===== config.mk =====
export PLATFORM = sky130hd
export DESIGN_NAME = ioc_top
export DESIGN_NICKNAME = d
export VERILOG_FILES = /design/src/hw/ioc_pkg.sv /design/src/hw/ioc_top.sv /design/src/hw/ioc_osc_ready.sv
export SDC_FILE = /design/constraint.sdc
export NUM_CORES = 1
export LEC_CHECK = 0
export BUFFER_PORTS_ARGS = -buffer_cell sky130_fd_sc_hd__buf_2
export CAP_MARGIN = 20
export CORE_ASPECT_RATIO = 1.4
export CORE_MARGIN = 2
export CORE_UTILIZATION = 50
export DETAILED_ROUTE_END_ITERATION = 7
export GPL_TIMING_DRIVEN = 0
export PLACE_DENSITY = 0.76
export SKIP_CTS_REPAIR_TIMING = 1
export SLEW_MARGIN = 20
export SYNTH_ARGS = -nofsm -noshare
export SYNTH_HDL_FRONTEND = slang
export SYNTH_SLANG_ARGS = --single-unit

===== constraint.sdc =====
create_clock -name I_MCLK -period 3.1 [get_ports I_MCLK]
set_input_delay 0.155 -clock I_MCLK [delete_from_list [all_inputs] [get_ports I_MCLK]]
set_output_delay 0.155 -clock I_MCLK [all_outputs]
set_load 0.005 [all_outputs]

===== src/hw/ioc_pkg.sv =====
// Package of constants and types for the internal oscillator control block
package ioc_pkg;
    // ---------------------------------------------------------------
    // Bus geometry
    // ---------------------------------------------------------------
    localparam int DW = 8;
    localparam int AW = 4;

    // ---------------------------------------------------------------
    // Register offsets
    // ---------------------------------------------------------------
    localparam logic [AW-1:0] OFS_CTRL = 4'h0;
    localparam logic [AW-1:0] OFS_STATUS = 4'h1;
    localparam logic [AW-1:0] OFS_SYSSEL = 4'h2;
    localparam logic [AW-1:0] OFS_PLLCFG = 4'h3;
    localparam logic [AW-1:0] OFS_SLOWCAL = 4'h4;
    localparam logic [AW-1:0] OFS_MIDCAL = 4'h5;
    localparam logic [AW-1:0] OFS_FASTCAL = 4'h6;
    localparam logic [AW-1:0] OFS_RTCSEL = 4'h7;

    // ---------------------------------------------------------------
    // Field positions; the oscillator bits are shared by control and status
    // ---------------------------------------------------------------
    localparam int BIT_SLOW = 0;
    localparam int BIT_MID = 1;
    localparam int BIT_FAST = 2;
    localparam int BIT_PLL = 4;
    localparam logic [DW-1:0] CTRL_MASK = 8'h17;
    localparam int PLL_FAC_LSB = 0;
    localparam int PLL_FAC_W = 5;
    localparam int PLL_SRC_LSB = 5;
    localparam int SYS_W = 3;
    localparam int RTC_SEL_BIT = 0;

    // ---------------------------------------------------------------
    // Reset values
    // ---------------------------------------------------------------
    localparam logic [DW-1:0] CTRL_RST = 8'h02;
    localparam logic [PLL_FAC_W-1:0] PLL_FAC_RST = 5'h01;
    localparam logic [PLL_FAC_W-1:0] PLL_FAC_MIN = 5'h01;
    localparam logic [DW-1:0] CAL_RST = 8'h00;
    localparam logic [DW-1:0] UNMAPPED_RD = 8'h00;

    // ---------------------------------------------------------------
    // Modes
    // ---------------------------------------------------------------
    typedef enum logic [SYS_W-1:0] {
        SYS_MID = 3'b000,
        SYS_SLOW = 3'b001,
        SYS_FAST = 3'b010,
        SYS_PLL = 3'b011
    } ioc_sys_t;

    typedef enum logic [1:0] {
        PLL_MID = 2'b00,
        PLL_FAST_DIV4 = 2'b01
    } ioc_pll_src_t;

    typedef struct packed {
        logic valid;
        logic [DW-1:0] value;
    } ioc_cal_upd_t;

    // ---------------------------------------------------------------
    // Timing
    // ---------------------------------------------------------------
    localparam int SLOW_RC_HZ = 32768;
    localparam int RTC_HZ = 1024;
    localparam int RTC_DIV = SLOW_RC_HZ / RTC_HZ;
    localparam int RTC_CNT_W = 5;
    localparam int START_W = 12;
    localparam int SLOW_START_CYC = 1024;
    localparam int MID_START_CYC = 256;
    localparam int FAST_START_CYC = 512;
    localparam int PLL_LOCK_CYC = 64;
endpackage


===== src/hw/ioc_top.sv =====
// Internal oscillator control: enables, ready flags, calibration, source selection
//
// What this block does
// - After reset the system clock runs from the 2 MHz RC source, unconfigured.
// - Any combination of internal oscillators may be enabled together.
// - Ultra-low-power slow oscillator is never a system clock choice.
// - Ultra-low-power oscillator turns on by itself when a consumer needs it.
// - Every reset copies the factory slow RC calibration into its register.
// - Slow RC calibration register is readable and writable by software.
// - Slow RC source is refused as PLL reference.
// - Slow RC feeding the real-time counter is divided to 1.024 kHz.
// - Slow RC may clock system and real-time counter at once.
// - Slow RC is offered as auto-calibration reference for fast oscillators.
// - Slow RC has a control enable bit and a status ready flag.
// - 2 MHz RC has a control enable bit and a status ready flag.
// - 32 MHz ring has a control enable bit and a status ready flag.
// - Reset loads 2/32 MHz calibrations; auto-calibration may adjust them.
// - 2 MHz RC serves as system clock directly or as PLL reference.
// - 32 MHz ring serves as system clock directly or as PLL reference.
// - PLL factor is an integer from 1 to 31.
// - Selecting a not-ready source is refused; current source kept.
// - 32 MHz ring is divided by four before feeding the PLL.
//
// The implementer's own choices: the address-and-strobe port and the address map.
module ioc_top #(
    parameter int SLOW_START_CYC = ioc_pkg::SLOW_START_CYC,
    parameter int MID_START_CYC = ioc_pkg::MID_START_CYC,
    parameter int FAST_START_CYC = ioc_pkg::FAST_START_CYC,
    parameter int PLL_LOCK_CYC = ioc_pkg::PLL_LOCK_CYC
) (
    input wire logic I_MCLK,
    input wire logic I_RST,
    input wire logic [ioc_pkg::AW-1:0] I_ADDR,
    input wire logic [ioc_pkg::DW-1:0] I_WDATA,
    input wire logic I_WR,
    input wire logic I_RD,
    output logic [ioc_pkg::DW-1:0] O_RDATA,
    input wire logic [ioc_pkg::DW-1:0] I_SLOW_CAL_ROW,
    input wire logic [ioc_pkg::DW-1:0] I_MID_CAL_ROW,
    input wire logic [ioc_pkg::DW-1:0] I_FAST_CAL_ROW,
    input wire ioc_pkg::ioc_cal_upd_t I_MID_CAL_UPD,
    input wire ioc_pkg::ioc_cal_upd_t I_FAST_CAL_UPD,
    input wire logic I_ULP_REQ,
    input wire logic I_ULP_CLK,
    input wire logic I_SLOW_RC_CLK,
    output logic O_SLOW_RC_EN,
    output logic O_MID_RC_EN,
    output logic O_FAST_RING_EN,
    output logic O_PLL_EN,
    output logic O_ULP_EN,
    output logic [ioc_pkg::SYS_W-1:0] O_SYSCLK_SEL,
    output logic [1:0] O_PLL_SRC,
    output logic [ioc_pkg::PLL_FAC_W-1:0] O_PLL_FACTOR,
    output logic O_PLL_REF_DIV4,
    output logic [ioc_pkg::DW-1:0] O_SLOW_CAL,
    output logic [ioc_pkg::DW-1:0] O_MID_CAL,
    output logic [ioc_pkg::DW-1:0] O_FAST_CAL,
    output logic O_RTC_TICK,
    output logic O_AUTOCAL_REF_OK
);
    // ---------------------------------------------------------------
    // Declarations
    // ---------------------------------------------------------------
    logic [ioc_pkg::DW-1:0] ctrl_r;
    logic [ioc_pkg::DW-1:0] ctrl_nxt;
    ioc_pkg::ioc_sys_t sys_r;
    ioc_pkg::ioc_sys_t sys_nxt;
    ioc_pkg::ioc_pll_src_t pll_src_r;
    ioc_pkg::ioc_pll_src_t pll_src_nxt;
    logic [ioc_pkg::PLL_FAC_W-1:0] pll_fac_r;
    logic [ioc_pkg::PLL_FAC_W-1:0] pll_fac_nxt;
    logic [ioc_pkg::DW-1:0] slow_cal_r;
    logic [ioc_pkg::DW-1:0] slow_cal_nxt;
    logic [ioc_pkg::DW-1:0] mid_cal_r;
    logic [ioc_pkg::DW-1:0] mid_cal_nxt;
    logic [ioc_pkg::DW-1:0] fast_cal_r;
    logic [ioc_pkg::DW-1:0] fast_cal_nxt;
    logic rtc_slow_r;
    logic rtc_slow_nxt;
    logic load_r;
    logic [ioc_pkg::DW-1:0] rdata_r;
    logic [ioc_pkg::DW-1:0] rdata_nxt;
    logic ulp_en_r;
    logic ulp_en_nxt;
    logic div4_r;
    logic div4_nxt;
    logic refok_r;
    logic refok_nxt;

    logic slow_s1_r;
    logic slow_s2_r;
    logic slow_s3_r;
    logic ulp_s1_r;
    logic ulp_s2_r;
    logic ulp_s3_r;
    logic [ioc_pkg::RTC_CNT_W-1:0] rtc_cnt_r;
    logic [ioc_pkg::RTC_CNT_W-1:0] rtc_cnt_nxt;
    logic rtc_tick_r;
    logic rtc_tick_nxt;

    logic slow_rdy;
    logic mid_rdy;
    logic fast_rdy;
    logic pll_rdy;
    logic wr_ctrl;
    logic wr_sys;
    logic wr_pll;
    logic [ioc_pkg::SYS_W-1:0] sys_req;
    logic [1:0] pll_src_req;
    logic [ioc_pkg::PLL_FAC_W-1:0] pll_fac_req;
    logic [ioc_pkg::DW-1:0] status;
    logic slow_rise;
    logic ulp_rise;

    localparam logic [ioc_pkg::RTC_CNT_W-1:0] RTC_LAST =
        ioc_pkg::RTC_CNT_W'(ioc_pkg::RTC_DIV - 1);

    // ---------------------------------------------------------------
    // Oscillator startup tracking
    // ---------------------------------------------------------------
    ioc_osc_ready #(.CNT_W(ioc_pkg::START_W), .START_CYC(SLOW_START_CYC)) u_slow_rdy (
        .i_clk(I_MCLK),
        .i_rst(I_RST),
        .i_enable(ctrl_r[ioc_pkg::BIT_SLOW]),
        .o_ready(slow_rdy)
    );
    ioc_osc_ready #(.CNT_W(ioc_pkg::START_W), .START_CYC(MID_START_CYC)) u_mid_rdy (
        .i_clk(I_MCLK),
        .i_rst(I_RST),
        .i_enable(ctrl_r[ioc_pkg::BIT_MID]),
        .o_ready(mid_rdy)
    );
    ioc_osc_ready #(.CNT_W(ioc_pkg::START_W), .START_CYC(FAST_START_CYC)) u_fast_rdy (
        .i_clk(I_MCLK),
        .i_rst(I_RST),
        .i_enable(ctrl_r[ioc_pkg::BIT_FAST]),
        .o_ready(fast_rdy)
    );
    ioc_osc_ready #(.CNT_W(ioc_pkg::START_W), .START_CYC(PLL_LOCK_CYC)) u_pll_rdy (
        .i_clk(I_MCLK),
        .i_rst(I_RST),
        .i_enable(ctrl_r[ioc_pkg::BIT_PLL]),
        .o_ready(pll_rdy)
    );

    // ---------------------------------------------------------------
    // Decode
    // ---------------------------------------------------------------
    assign wr_ctrl = I_WR && (I_ADDR == ioc_pkg::OFS_CTRL);
    assign wr_sys = I_WR && (I_ADDR == ioc_pkg::OFS_SYSSEL);
    assign wr_pll = I_WR && (I_ADDR == ioc_pkg::OFS_PLLCFG);
    assign sys_req = I_WDATA[ioc_pkg::SYS_W-1:0];
    assign pll_src_req = I_WDATA[ioc_pkg::PLL_SRC_LSB +: 2];
    assign pll_fac_req = I_WDATA[ioc_pkg::PLL_FAC_LSB +: ioc_pkg::PLL_FAC_W];
    assign slow_rise = slow_s2_r && !slow_s3_r;
    assign ulp_rise = ulp_s2_r && !ulp_s3_r;

    always_comb begin
        status = '0;
        status[ioc_pkg::BIT_SLOW] = slow_rdy;
        status[ioc_pkg::BIT_MID] = mid_rdy;
        status[ioc_pkg::BIT_FAST] = fast_rdy;
        status[ioc_pkg::BIT_PLL] = pll_rdy;
    end

    // ---------------------------------------------------------------
    // Register next state
    // ---------------------------------------------------------------
    always_comb begin
        // Each oscillator enable is independent of the others
        ctrl_nxt = ctrl_r;
        if (wr_ctrl) begin
            ctrl_nxt = I_WDATA & ioc_pkg::CTRL_MASK;
        end
        // The running system clock and its PLL reference cannot be stopped
        case (sys_r)
            ioc_pkg::SYS_MID: ctrl_nxt[ioc_pkg::BIT_MID] = 1'b1;
            ioc_pkg::SYS_SLOW: ctrl_nxt[ioc_pkg::BIT_SLOW] = 1'b1;
            ioc_pkg::SYS_FAST: ctrl_nxt[ioc_pkg::BIT_FAST] = 1'b1;
            ioc_pkg::SYS_PLL: begin
                ctrl_nxt[ioc_pkg::BIT_PLL] = 1'b1;
                if (pll_src_r == ioc_pkg::PLL_FAST_DIV4) begin
                    ctrl_nxt[ioc_pkg::BIT_FAST] = 1'b1;
                end else begin
                    ctrl_nxt[ioc_pkg::BIT_MID] = 1'b1;
                end
            end
            default: ctrl_nxt = ctrl_r;
        endcase

        // Switch only to a stable source; otherwise keep running
        sys_nxt = sys_r;
        if (wr_sys) begin
            case (sys_req)
                ioc_pkg::SYS_MID: if (mid_rdy) sys_nxt = ioc_pkg::SYS_MID;
                ioc_pkg::SYS_SLOW: if (slow_rdy) sys_nxt = ioc_pkg::SYS_SLOW;
                ioc_pkg::SYS_FAST: if (fast_rdy) sys_nxt = ioc_pkg::SYS_FAST;
                ioc_pkg::SYS_PLL: if (pll_rdy) sys_nxt = ioc_pkg::SYS_PLL;
                default: sys_nxt = sys_r;
            endcase
        end

        // PLL setup is frozen while it runs; illegal codes are dropped
        pll_src_nxt = pll_src_r;
        pll_fac_nxt = pll_fac_r;
        if (wr_pll && !ctrl_r[ioc_pkg::BIT_PLL] && pll_fac_req >= ioc_pkg::PLL_FAC_MIN) begin
            if (pll_src_req == ioc_pkg::PLL_MID) begin
                pll_src_nxt = ioc_pkg::PLL_MID;
                pll_fac_nxt = pll_fac_req;
            end else if (pll_src_req == ioc_pkg::PLL_FAST_DIV4) begin
                pll_src_nxt = ioc_pkg::PLL_FAST_DIV4;
                pll_fac_nxt = pll_fac_req;
            end
        end
        div4_nxt = (pll_src_nxt == ioc_pkg::PLL_FAST_DIV4);

        // Factory load in the first cycle after reset beats any other update
        slow_cal_nxt = slow_cal_r;
        mid_cal_nxt = mid_cal_r;
        fast_cal_nxt = fast_cal_r;
        if (load_r) begin
            slow_cal_nxt = I_SLOW_CAL_ROW;
            mid_cal_nxt = I_MID_CAL_ROW;
            fast_cal_nxt = I_FAST_CAL_ROW;
        end else begin
            if (I_WR && I_ADDR == ioc_pkg::OFS_SLOWCAL) begin
                slow_cal_nxt = I_WDATA;
            end
            if (I_MID_CAL_UPD.valid) begin
                mid_cal_nxt = I_MID_CAL_UPD.value;
            end
            if (I_FAST_CAL_UPD.valid) begin
                fast_cal_nxt = I_FAST_CAL_UPD.value;
            end
        end

        rtc_slow_nxt = rtc_slow_r;
        if (I_WR && I_ADDR == ioc_pkg::OFS_RTCSEL) begin
            rtc_slow_nxt = I_WDATA[ioc_pkg::RTC_SEL_BIT];
        end

        // No software bit: demand, or the real-time counter running from it, wakes the low-power oscillator
        ulp_en_nxt = I_ULP_REQ || !rtc_slow_r;
        refok_nxt = slow_rdy;

        rdata_nxt = ioc_pkg::UNMAPPED_RD;
        if (I_RD) begin
            case (I_ADDR)
                ioc_pkg::OFS_CTRL: rdata_nxt = ctrl_r;
                ioc_pkg::OFS_STATUS: rdata_nxt = status;
                ioc_pkg::OFS_SYSSEL: rdata_nxt = {5'h00, sys_r};
                ioc_pkg::OFS_PLLCFG: rdata_nxt = {1'b0, pll_src_r, pll_fac_r};
                ioc_pkg::OFS_SLOWCAL: rdata_nxt = slow_cal_r;
                ioc_pkg::OFS_MIDCAL: rdata_nxt = mid_cal_r;
                ioc_pkg::OFS_FASTCAL: rdata_nxt = fast_cal_r;
                ioc_pkg::OFS_RTCSEL: rdata_nxt = {7'h00, rtc_slow_r};
                default: rdata_nxt = ioc_pkg::UNMAPPED_RD;
            endcase
        end
    end

    always_ff @(posedge I_MCLK or posedge I_RST) begin
        if (I_RST) begin
            ctrl_r <= ioc_pkg::CTRL_RST;
            sys_r <= ioc_pkg::SYS_MID;
            pll_src_r <= ioc_pkg::PLL_MID;
            pll_fac_r <= ioc_pkg::PLL_FAC_RST;
            div4_r <= 1'b0;
            slow_cal_r <= ioc_pkg::CAL_RST;
            mid_cal_r <= ioc_pkg::CAL_RST;
            fast_cal_r <= ioc_pkg::CAL_RST;
            rtc_slow_r <= 1'b0;
            load_r <= 1'b1;
            ulp_en_r <= 1'b1;
            refok_r <= 1'b0;
            rdata_r <= ioc_pkg::UNMAPPED_RD;
        end else begin
            ctrl_r <= ctrl_nxt;
            sys_r <= sys_nxt;
            pll_src_r <= pll_src_nxt;
            pll_fac_r <= pll_fac_nxt;
            div4_r <= div4_nxt;
            slow_cal_r <= slow_cal_nxt;
            mid_cal_r <= mid_cal_nxt;
            fast_cal_r <= fast_cal_nxt;
            rtc_slow_r <= rtc_slow_nxt;
            load_r <= 1'b0;
            ulp_en_r <= ulp_en_nxt;
            refok_r <= refok_nxt;
            rdata_r <= rdata_nxt;
        end
    end

    // ---------------------------------------------------------------
    // Real-time counter tick
    // ---------------------------------------------------------------
    // Slow clocks are sampled, so the core clock must far outrun them
    always_comb begin
        rtc_cnt_nxt = rtc_cnt_r;
        rtc_tick_nxt = 1'b0;
        if (rtc_slow_r) begin
            if (slow_rise && slow_rdy) begin
                if (rtc_cnt_r == RTC_LAST) begin
                    rtc_cnt_nxt = '0;
                    rtc_tick_nxt = 1'b1;
                end else begin
                    rtc_cnt_nxt = rtc_cnt_r + 1'b1;
                end
            end
        end else begin
            rtc_cnt_nxt = '0;
            rtc_tick_nxt = ulp_rise;
        end
    end

    always_ff @(posedge I_MCLK or posedge I_RST) begin
        if (I_RST) begin
            slow_s1_r <= 1'b0;
            slow_s2_r <= 1'b0;
            slow_s3_r <= 1'b0;
            ulp_s1_r <= 1'b0;
            ulp_s2_r <= 1'b0;
            ulp_s3_r <= 1'b0;
            rtc_cnt_r <= '0;
            rtc_tick_r <= 1'b0;
        end else begin
            slow_s1_r <= I_SLOW_RC_CLK;
            slow_s2_r <= slow_s1_r;
            slow_s3_r <= slow_s2_r;
            ulp_s1_r <= I_ULP_CLK;
            ulp_s2_r <= ulp_s1_r;
            ulp_s3_r <= ulp_s2_r;
            rtc_cnt_r <= rtc_cnt_nxt;
            rtc_tick_r <= rtc_tick_nxt;
        end
    end

    // ---------------------------------------------------------------
    // Outputs
    // ---------------------------------------------------------------
    assign O_RDATA = rdata_r;
    assign O_SLOW_RC_EN = ctrl_r[ioc_pkg::BIT_SLOW];
    assign O_MID_RC_EN = ctrl_r[ioc_pkg::BIT_MID];
    assign O_FAST_RING_EN = ctrl_r[ioc_pkg::BIT_FAST];
    assign O_PLL_EN = ctrl_r[ioc_pkg::BIT_PLL];
    assign O_ULP_EN = ulp_en_r;
    assign O_SYSCLK_SEL = sys_r;
    assign O_PLL_SRC = pll_src_r;
    assign O_PLL_FACTOR = pll_fac_r;
    assign O_PLL_REF_DIV4 = div4_r;
    assign O_SLOW_CAL = slow_cal_r;
    assign O_MID_CAL = mid_cal_r;
    assign O_FAST_CAL = fast_cal_r;
    assign O_RTC_TICK = rtc_tick_r;
    assign O_AUTOCAL_REF_OK = refok_r;
endmodule


===== src/hw/ioc_osc_ready.sv =====
// Startup counter giving one oscillator's ready flag
module ioc_osc_ready #(
    parameter int CNT_W = 12,
    parameter int START_CYC = 256
) (
    input wire logic i_clk,
    input wire logic i_rst,
    input wire logic i_enable,
    output logic o_ready
);
    localparam logic [CNT_W-1:0] LAST = CNT_W'(START_CYC - 1);

    logic [CNT_W-1:0] cnt_r;
    logic [CNT_W-1:0] cnt_nxt;
    logic ready_r;
    logic ready_nxt;

    // Dropping the enable loses stability at once
    always_comb begin
        cnt_nxt = cnt_r;
        ready_nxt = ready_r;
        if (!i_enable) begin
            cnt_nxt = '0;
            ready_nxt = 1'b0;
        end else if (cnt_r == LAST) begin
            ready_nxt = 1'b1;
        end else begin
            cnt_nxt = cnt_r + 1'b1;
        end
    end

    always_ff @(posedge i_clk or posedge i_rst) begin
        if (i_rst) begin
            cnt_r <= '0;
            ready_r <= 1'b0;
        end else begin
            cnt_r <= cnt_nxt;
            ready_r <= ready_nxt;
        end
    end

    assign o_ready = ready_r;
endmodule


==> flow_summary.ini, run 1 <==
[global_routing]
antenna_found_initial = 0
gr-total-overflow = 0
track_usage_pct = 23.8
grt_max_degree = 36
grt_pass1_vias = 4750
grt_first_pass_wirelength_um = 22800

[power_and_ir_drop]
power_w = 0.00427
intPower_w = 0.00308
ir_drop_v = 0.000447
clock_power_share_pct = 40.6
power_density_nw_per_um2 = 588
switching_power_w = 0.00118
swShare_pct = 27.7
p_comb_share_pct = 16.0
leakage_nw = 3.48
p_seq_share_pct = 43.4

[cts]
cts_root_buffer = clkbuf_16
cts_sinks = 114
clock_path_buffers = 2
clkTransAtPathRegs_ns = 0.05
cts_buffers = 17
clk_latency_ns = 0.41
ctsHtreeMaxLevel = 4
cts_tree = done

[final_layout]
multiInputGateArea_um2 = 2720
num-fill-cells = 894
seqCellArea_um2 = 2860
areaGrowthSynthToFinish_pct = 26.5
drive_gt1_share_pct = 23.7
nets = 765
stdcell_count = 849
num_antenna_cells = 0

[drt]
wire_per_inst_um = 17.0
drt_iter0_drc = 264
drtPass1Iterations = 5
route.detailed.drc = 0
drt_wl_total_um = 14500
vias = 4865
avgViaCountPerCell = 5.73
ant_nets = 0

[placed_design]
gp_congestion = 0.836
preCtsSetupSlack_ns = 1.08
dpl.hpwl_um = 10400
io_buffers = 103
dp.cells = 796

[timing]
tns_ns = 0
skew_ns = 0.00583
fin_hold_ws_ns = -0.0303
fin_ws_ns = 1.02
fin_crit_ns = 2.08
rsz0062_at_grt = no
fin_crit_sh_pct = 67.1
drv_slew = 0
finalSetupViolations = 0
fmax_mhz = 481
hold_violations = 4
worst_pin_slew_ns = 0.742
relSlewSlack_pct = 50.4

[synth]
syn_inst = 545
yosysTopAreaCellShare_pct = 48.0
synth_flop_cell = dfrtp_1
synth_area_leaders = dfrtp_1 48%, mux2i_1 7.3%, o21ai_0 3.7%
ys_seq_area_share_pct = 49.8
synth.most_common_cell = dfrtp_1
synth-seq-cells = 114
synth_common_cells = 110 x dfrtp_1, 51 x nand2_1, 43 x o21ai_0
syn-cell-area_um2 = 5740
synth.avg_cell_area_um2 = 10.5
synth_top_area_cell = dfrtp_1
ys_warn_count = 0
synth_edf_count = 0
async_reset_ff_share_pct = 100
ys_types = 64

[die]
die_area_um2 = 12400
num_io_pins = 111
die_y_um = 131
num_rows = 46
coreArea_um2 = 11300
fp.dieW_um = 94.6
start_util_pct = 50.9

[status]
violations = hold timing
status = finished with violations

[worst_setup_path]
crit_required_ns = 3.41
worstReg2RegStart = rtc_cnt_r[0]
cpPeakStageDelay_ns = 0.66
critical_path.startpoint = rtc_cnt_r[0]
crit_top_cell = ha_1
cp-start-kind = flip-flop
path_cells = ha_1 -> and3_1 -> ha_1 -> or4b_2 -> a21boi_0
slowest_stage = or4b_2
critPathKind = flip-flop to flip-flop
critPathArrivalTime_ns = 2.39
cp-end-kind = flip-flop
critPathMaxFanout = 6

[worst_hold_path]
worstHoldStart = I_SLOW_CAL_ROW[1]
hold_path.class = input pin to flip-flop

[run]
max-cap-violations = 0
## power by group through the flow
stage | combinational [W] | clock (W) | sequential [W]
floorplan | 0.000425 | 0 | 0.00183
global placement | 0.000622 | 0 | 0.00186
detailed placement | 0.000659 | 0 | 0.00187
CTS | 0.000666 | 0.00175 | 0.00185
global route | 0.000772 | 0.00183 | 0.00188
finish | 0.000682 | 0.00173 | 0.00185
## logic make-up after synthesis
logic type | count (synthesis) | synth area share, %
other cells | 1 | 0.0653
flops | 114 | 49.8
simple gates | 201 | 19.6
fa+ha+maj | 11 | 2.40
mux | 57 | 11.2
xor+xnor | 16 | 2.44
buf+inv | 41 | 2.90
compound gates | 104 | 11.6
## routing by layer
metal  GRT usage [%]  wire, µm  vias to the layer above  part of all wire (%)
li1                -         -                     2268                     -
met1            29.1      5720                     2400                    40
met2            40.5      7650                      163                    53
met3            5.56       763                       34                   5.3
met4            9.80       333                        0                   2.3
met5               0         0                        -                     0
## sequential cells by signal, summed over array words and instances (netlist names), 2 cells and up
register and flops:
u_fast_rdy.cnt_r 12, u_mid_rdy.cnt_r 12, u_pll_rdy.cnt_r 12, u_slow_rdy.cnt_r 12
O_FAST_CAL 8, O_MID_CAL 8, O_RDATA 8, O_SLOW_CAL 8
O_PLL_FACTOR 5, rtc_cnt_r 5, ctrl_r 4, O_PLL_SRC 2
O_SYSCLK_SEL 2
## stage by stage
stage	utilization [%]	hold slack [ns]	area, µm²
after floorplan	-	0.186	5750
after global placement	57.1	0.263	6440
after detailed placement	57.7	0.265	6510
after CTS	62.4	-0.160	7040
after global routing	64.4	0.000948	7260
final	64.4	-0.0303	7260
## worst paths after layout
kind | slack (ns) | cells after the start | to
min in group asynchronous | 0.42 | 3 | slow_s2_r
setup / recovery | 1.02 | 5 | rtc_cnt_r[2]
setup reg to reg | 1.02 | 5 | rtc_cnt_r[2]
hold / removal | -0.03 | 3 | O_SLOW_CAL[1]
hold reg to reg | 0.35 | 0 | ulp_s2_r
max in group asynchronous | 1.82 | 5 | ctrl_r[1]
## cell type report
class | instances | share of cell area, %
clock buffers | 25 | 6.83
plain buffers | 26 | 1.52
flip-flops and latches | 114 | 39.4
clock inverters | 6 | 0.448
inverters | 15 | 0.827
repair buffers | 128 | 11.1
multi-input cells | 391 | 37.5
well taps | 144 | 2.48
## cells in the final DEF, fill, tap and decap left out, types with 6 or more instances in the layout
cell and count:
dlygate4sd3_1 22, nand2b_1 13, a21boi_0 8, dfrtp_1 110, nand4_1 10, buf_2 107
mux2_2 10, inv_1 13, nor2b_1 12, clkbuf_16 17, ha_1 11, clkbuf_1 22
nor2_1 26, and2_1 17, mux2i_1 42, nand2_1 51, xnor2_1 6, a21oi_1 11
and3_1 13, nand3_1 16, nor3_1 9, a31oi_1 12, xor2_1 10, o21ai_0 43
## worst max-delay path, delay by kind of cell, from the launching register on
| kind | cells | cell delay, ns |
|---|---|---|
| AOI/OAI and AO/OA | 1 | 0.21 |
| DFF | 1 | 0.43 |
| adders and majority gates | 2 | 0.50 |
| and+or+nand+nor | 2 | 0.85 |
(Power assumes the default switching activity.)
==> inputs of run 2 (changes only) <==
--- a/config.mk
+++ b/config.mk
@@ -12,7 +12,7 @@
 export CORE_UTILIZATION = 50
 export DETAILED_ROUTE_END_ITERATION = 7
 export GPL_TIMING_DRIVEN = 0
-export PLACE_DENSITY = 0.76
+export PLACE_DENSITY = 0.73
 export SKIP_CTS_REPAIR_TIMING = 1
 export SLEW_MARGIN = 20
 export SYNTH_ARGS = -nofsm -noshare
==> constraint.sdc (replaced) <==
create_clock -name I_MCLK -period 2 [get_ports I_MCLK]
set_input_delay 0.1 -clock I_MCLK [delete_from_list [all_inputs] [get_ports I_MCLK]]
set_output_delay 0.1 -clock I_MCLK [all_outputs]
set_load 0.005 [all_outputs]
==> run 2 against run 1 <==
Cell count is 0.94% higher. Global-route usage is 0.54 points higher. The flow still finishes with violations (hold timing). Critical path type unchanged. Worst hold slack better by 0.022 ns. Clock skew is 0.0022 ns higher. Largest power group unchanged. Via count is 0.62% lower.
==> flow_summary.ini, run 2 (synthesized netlist as in run 1, its figures left out) <==
[drt]
wire_per_inst_um = 17.0
drtPass1Iterations = 4
drt_wl_total_um = 14600
ant_nets = 0
avgViaCountPerCell = 5.64
route.detailed.drc = 0
vias = 4835
drt_iter0_drc = 255

[die]
start_util_pct = 50.9
die_area_um2 = 12400
die_y_um = 131
num_rows = 46
coreArea_um2 = 11300
num_io_pins = 111
fp.dieW_um = 94.6

[timing]
fin_crit_sh_pct = 95.1
tns_ns = 0
fin_hold_ws_ns = -0.00881
finalSetupViolations = 0
hold_violations = 5
worst_pin_slew_ns = 0.618
fmax_mhz = 526
drv_slew = 0
fin_ws_ns = 0.0972
skew_ns = 0.00806
rsz0062_at_grt = no
fin_crit_ns = 1.90
relSlewSlack_pct = 57.7

[status]
status = finished with violations
violations = hold timing

[worst_setup_path]
critPathArrivalTime_ns = 2.24
cp-end-kind = flip-flop
critPathBufInv = 0
critPathKind = flip-flop to flip-flop
rrSetupSlack_ns = 0.1
critPathMaxFanout = 6
cp-start-kind = flip-flop
slowest_stage = or4b_2
crit_family = simple AND/OR/NAND/NOR gates
path_cells = ha_2 -> and3_1 -> ha_2 -> or4b_2 -> a21boi_2
cpPeakStageDelay_ns = 0.67
crit_top_cell = ha_2
crit_required_ns = 2.34

[global_routing]
grt_max_degree = 36
gr-total-overflow = 0
grt_pass1_vias = 4846
antenna_found_initial = 0
grt_first_pass_wirelength_um = 23200
track_usage_pct = 24.3

[power_and_ir_drop]
leakage_nw = 3.50
ir_drop_v = 0.000582
power_density_nw_per_um2 = 906

[cts]
cts_root_buffer = clkbuf_16
cts_sinks = 114
clock_path_buffers = 2
ctsHtreeMaxLevel = 4
cts_tree = done
clkTransAtPathRegs_ns = 0.06
cts_buffers = 17
clk_latency_ns = 0.41

[final_layout]
nets = 772
drive_gt1_share_pct = 24.0
final_common_cell = dfrtp_1
fin_util_pct = 65.0
final_cell_mix = 109 x dfrtp_1, 107 x buf_2, 51 x nand2_1
num_antenna_cells = 0
areaGrowthSynthToFinish_pct = 27.7
finalInstanceArea_um2 = 7330

[placed_design]
preCtsSetupSlack_ns = 0.00247
gp_congestion = 0.838
dpl.hpwl_um = 10100
io_buffers = 103
place_area_um2 = 6500

[run]
max-cap-violations = 0

[worst_hold_path]
hold_path.class = input pin to flip-flop
==> run 2: cell count changes in the layout (fill, tap and decap cells not counted), sizes merged <==
cell,previous run,this run
buf,114,115
clkbuf,43,45
clkinvlp,2,1
dlygate4sd3,22,28
==> run 2: where the power goes <==
group	leakage, nW	total [W]	switching [W]	internal, W
combinational	1.75	0.00107	0.000553	0.000518
clock	0.265	0.00269	0.000984	0.00170
sequential	1.48	0.00288	0.000306	0.00258
total	3.50	0.00664	0.00184	0.00480
==> run 2: metrics by stage <==
stage	instances	hold WS, ns	power [W]
after global routing	857	0.00622	0.00698
after floorplan	546	0.131	0.00349
final	857	-0.00881	0.00664
after CTS	828	-0.338	0.00662
after global placement	793	0.208	0.00384
after detailed placement	796	0.0915	0.00392
==> run 2: layer usage <==
layer | GRT usage (%) | up-vias | share of wire, %
met5 | 0 | - | 0
met4 | 10.3 | 0 | 2.8
met3 | 5.28 | 38 | 4.3
met2 | 41.8 | 140 | 52
met1 | 29.6 | 2376 | 41
li1 | - | 2281 | -
==> run 2: layout make-up <==
| class | count | area, µm² |
|---|---|---|
| well taps | 144 | 180 |
| clock inverters | 5 | 28.8 |
| multi-input cells | 391 | 2730 |
| repair buffers | 135 | 863 |
| clock buffers | 27 | 503 |
| flip-flops and latches | 114 | 2860 |
| plain buffers | 26 | 110 |
| inverters | 15 | 60.1 |
| fillers | 924 | 3950 |
==> run 2: path summary, 6_finish.rpt <==
check,startpoint,to,cells after the start
worst min register to register,slow_s1_r,slow_s2_r,0
worst max register to register,rtc_cnt_r[0],rtc_cnt_r[2],5
worst max-delay path,rtc_cnt_r[0],rtc_cnt_r[2],5
max in group asynchronous,I_RST,load_r,5
min in group asynchronous,I_RST,u_pll_rdy.cnt_r[9],3
worst min-delay path,I_MID_CAL_UPD[7],O_MID_CAL[7],3
==> run 2: tightest hold or removal path, stage by stage <==
cell and delay (ns):
buf_2 0.07, mux2i_1 0.05, o21ai_0 0.13
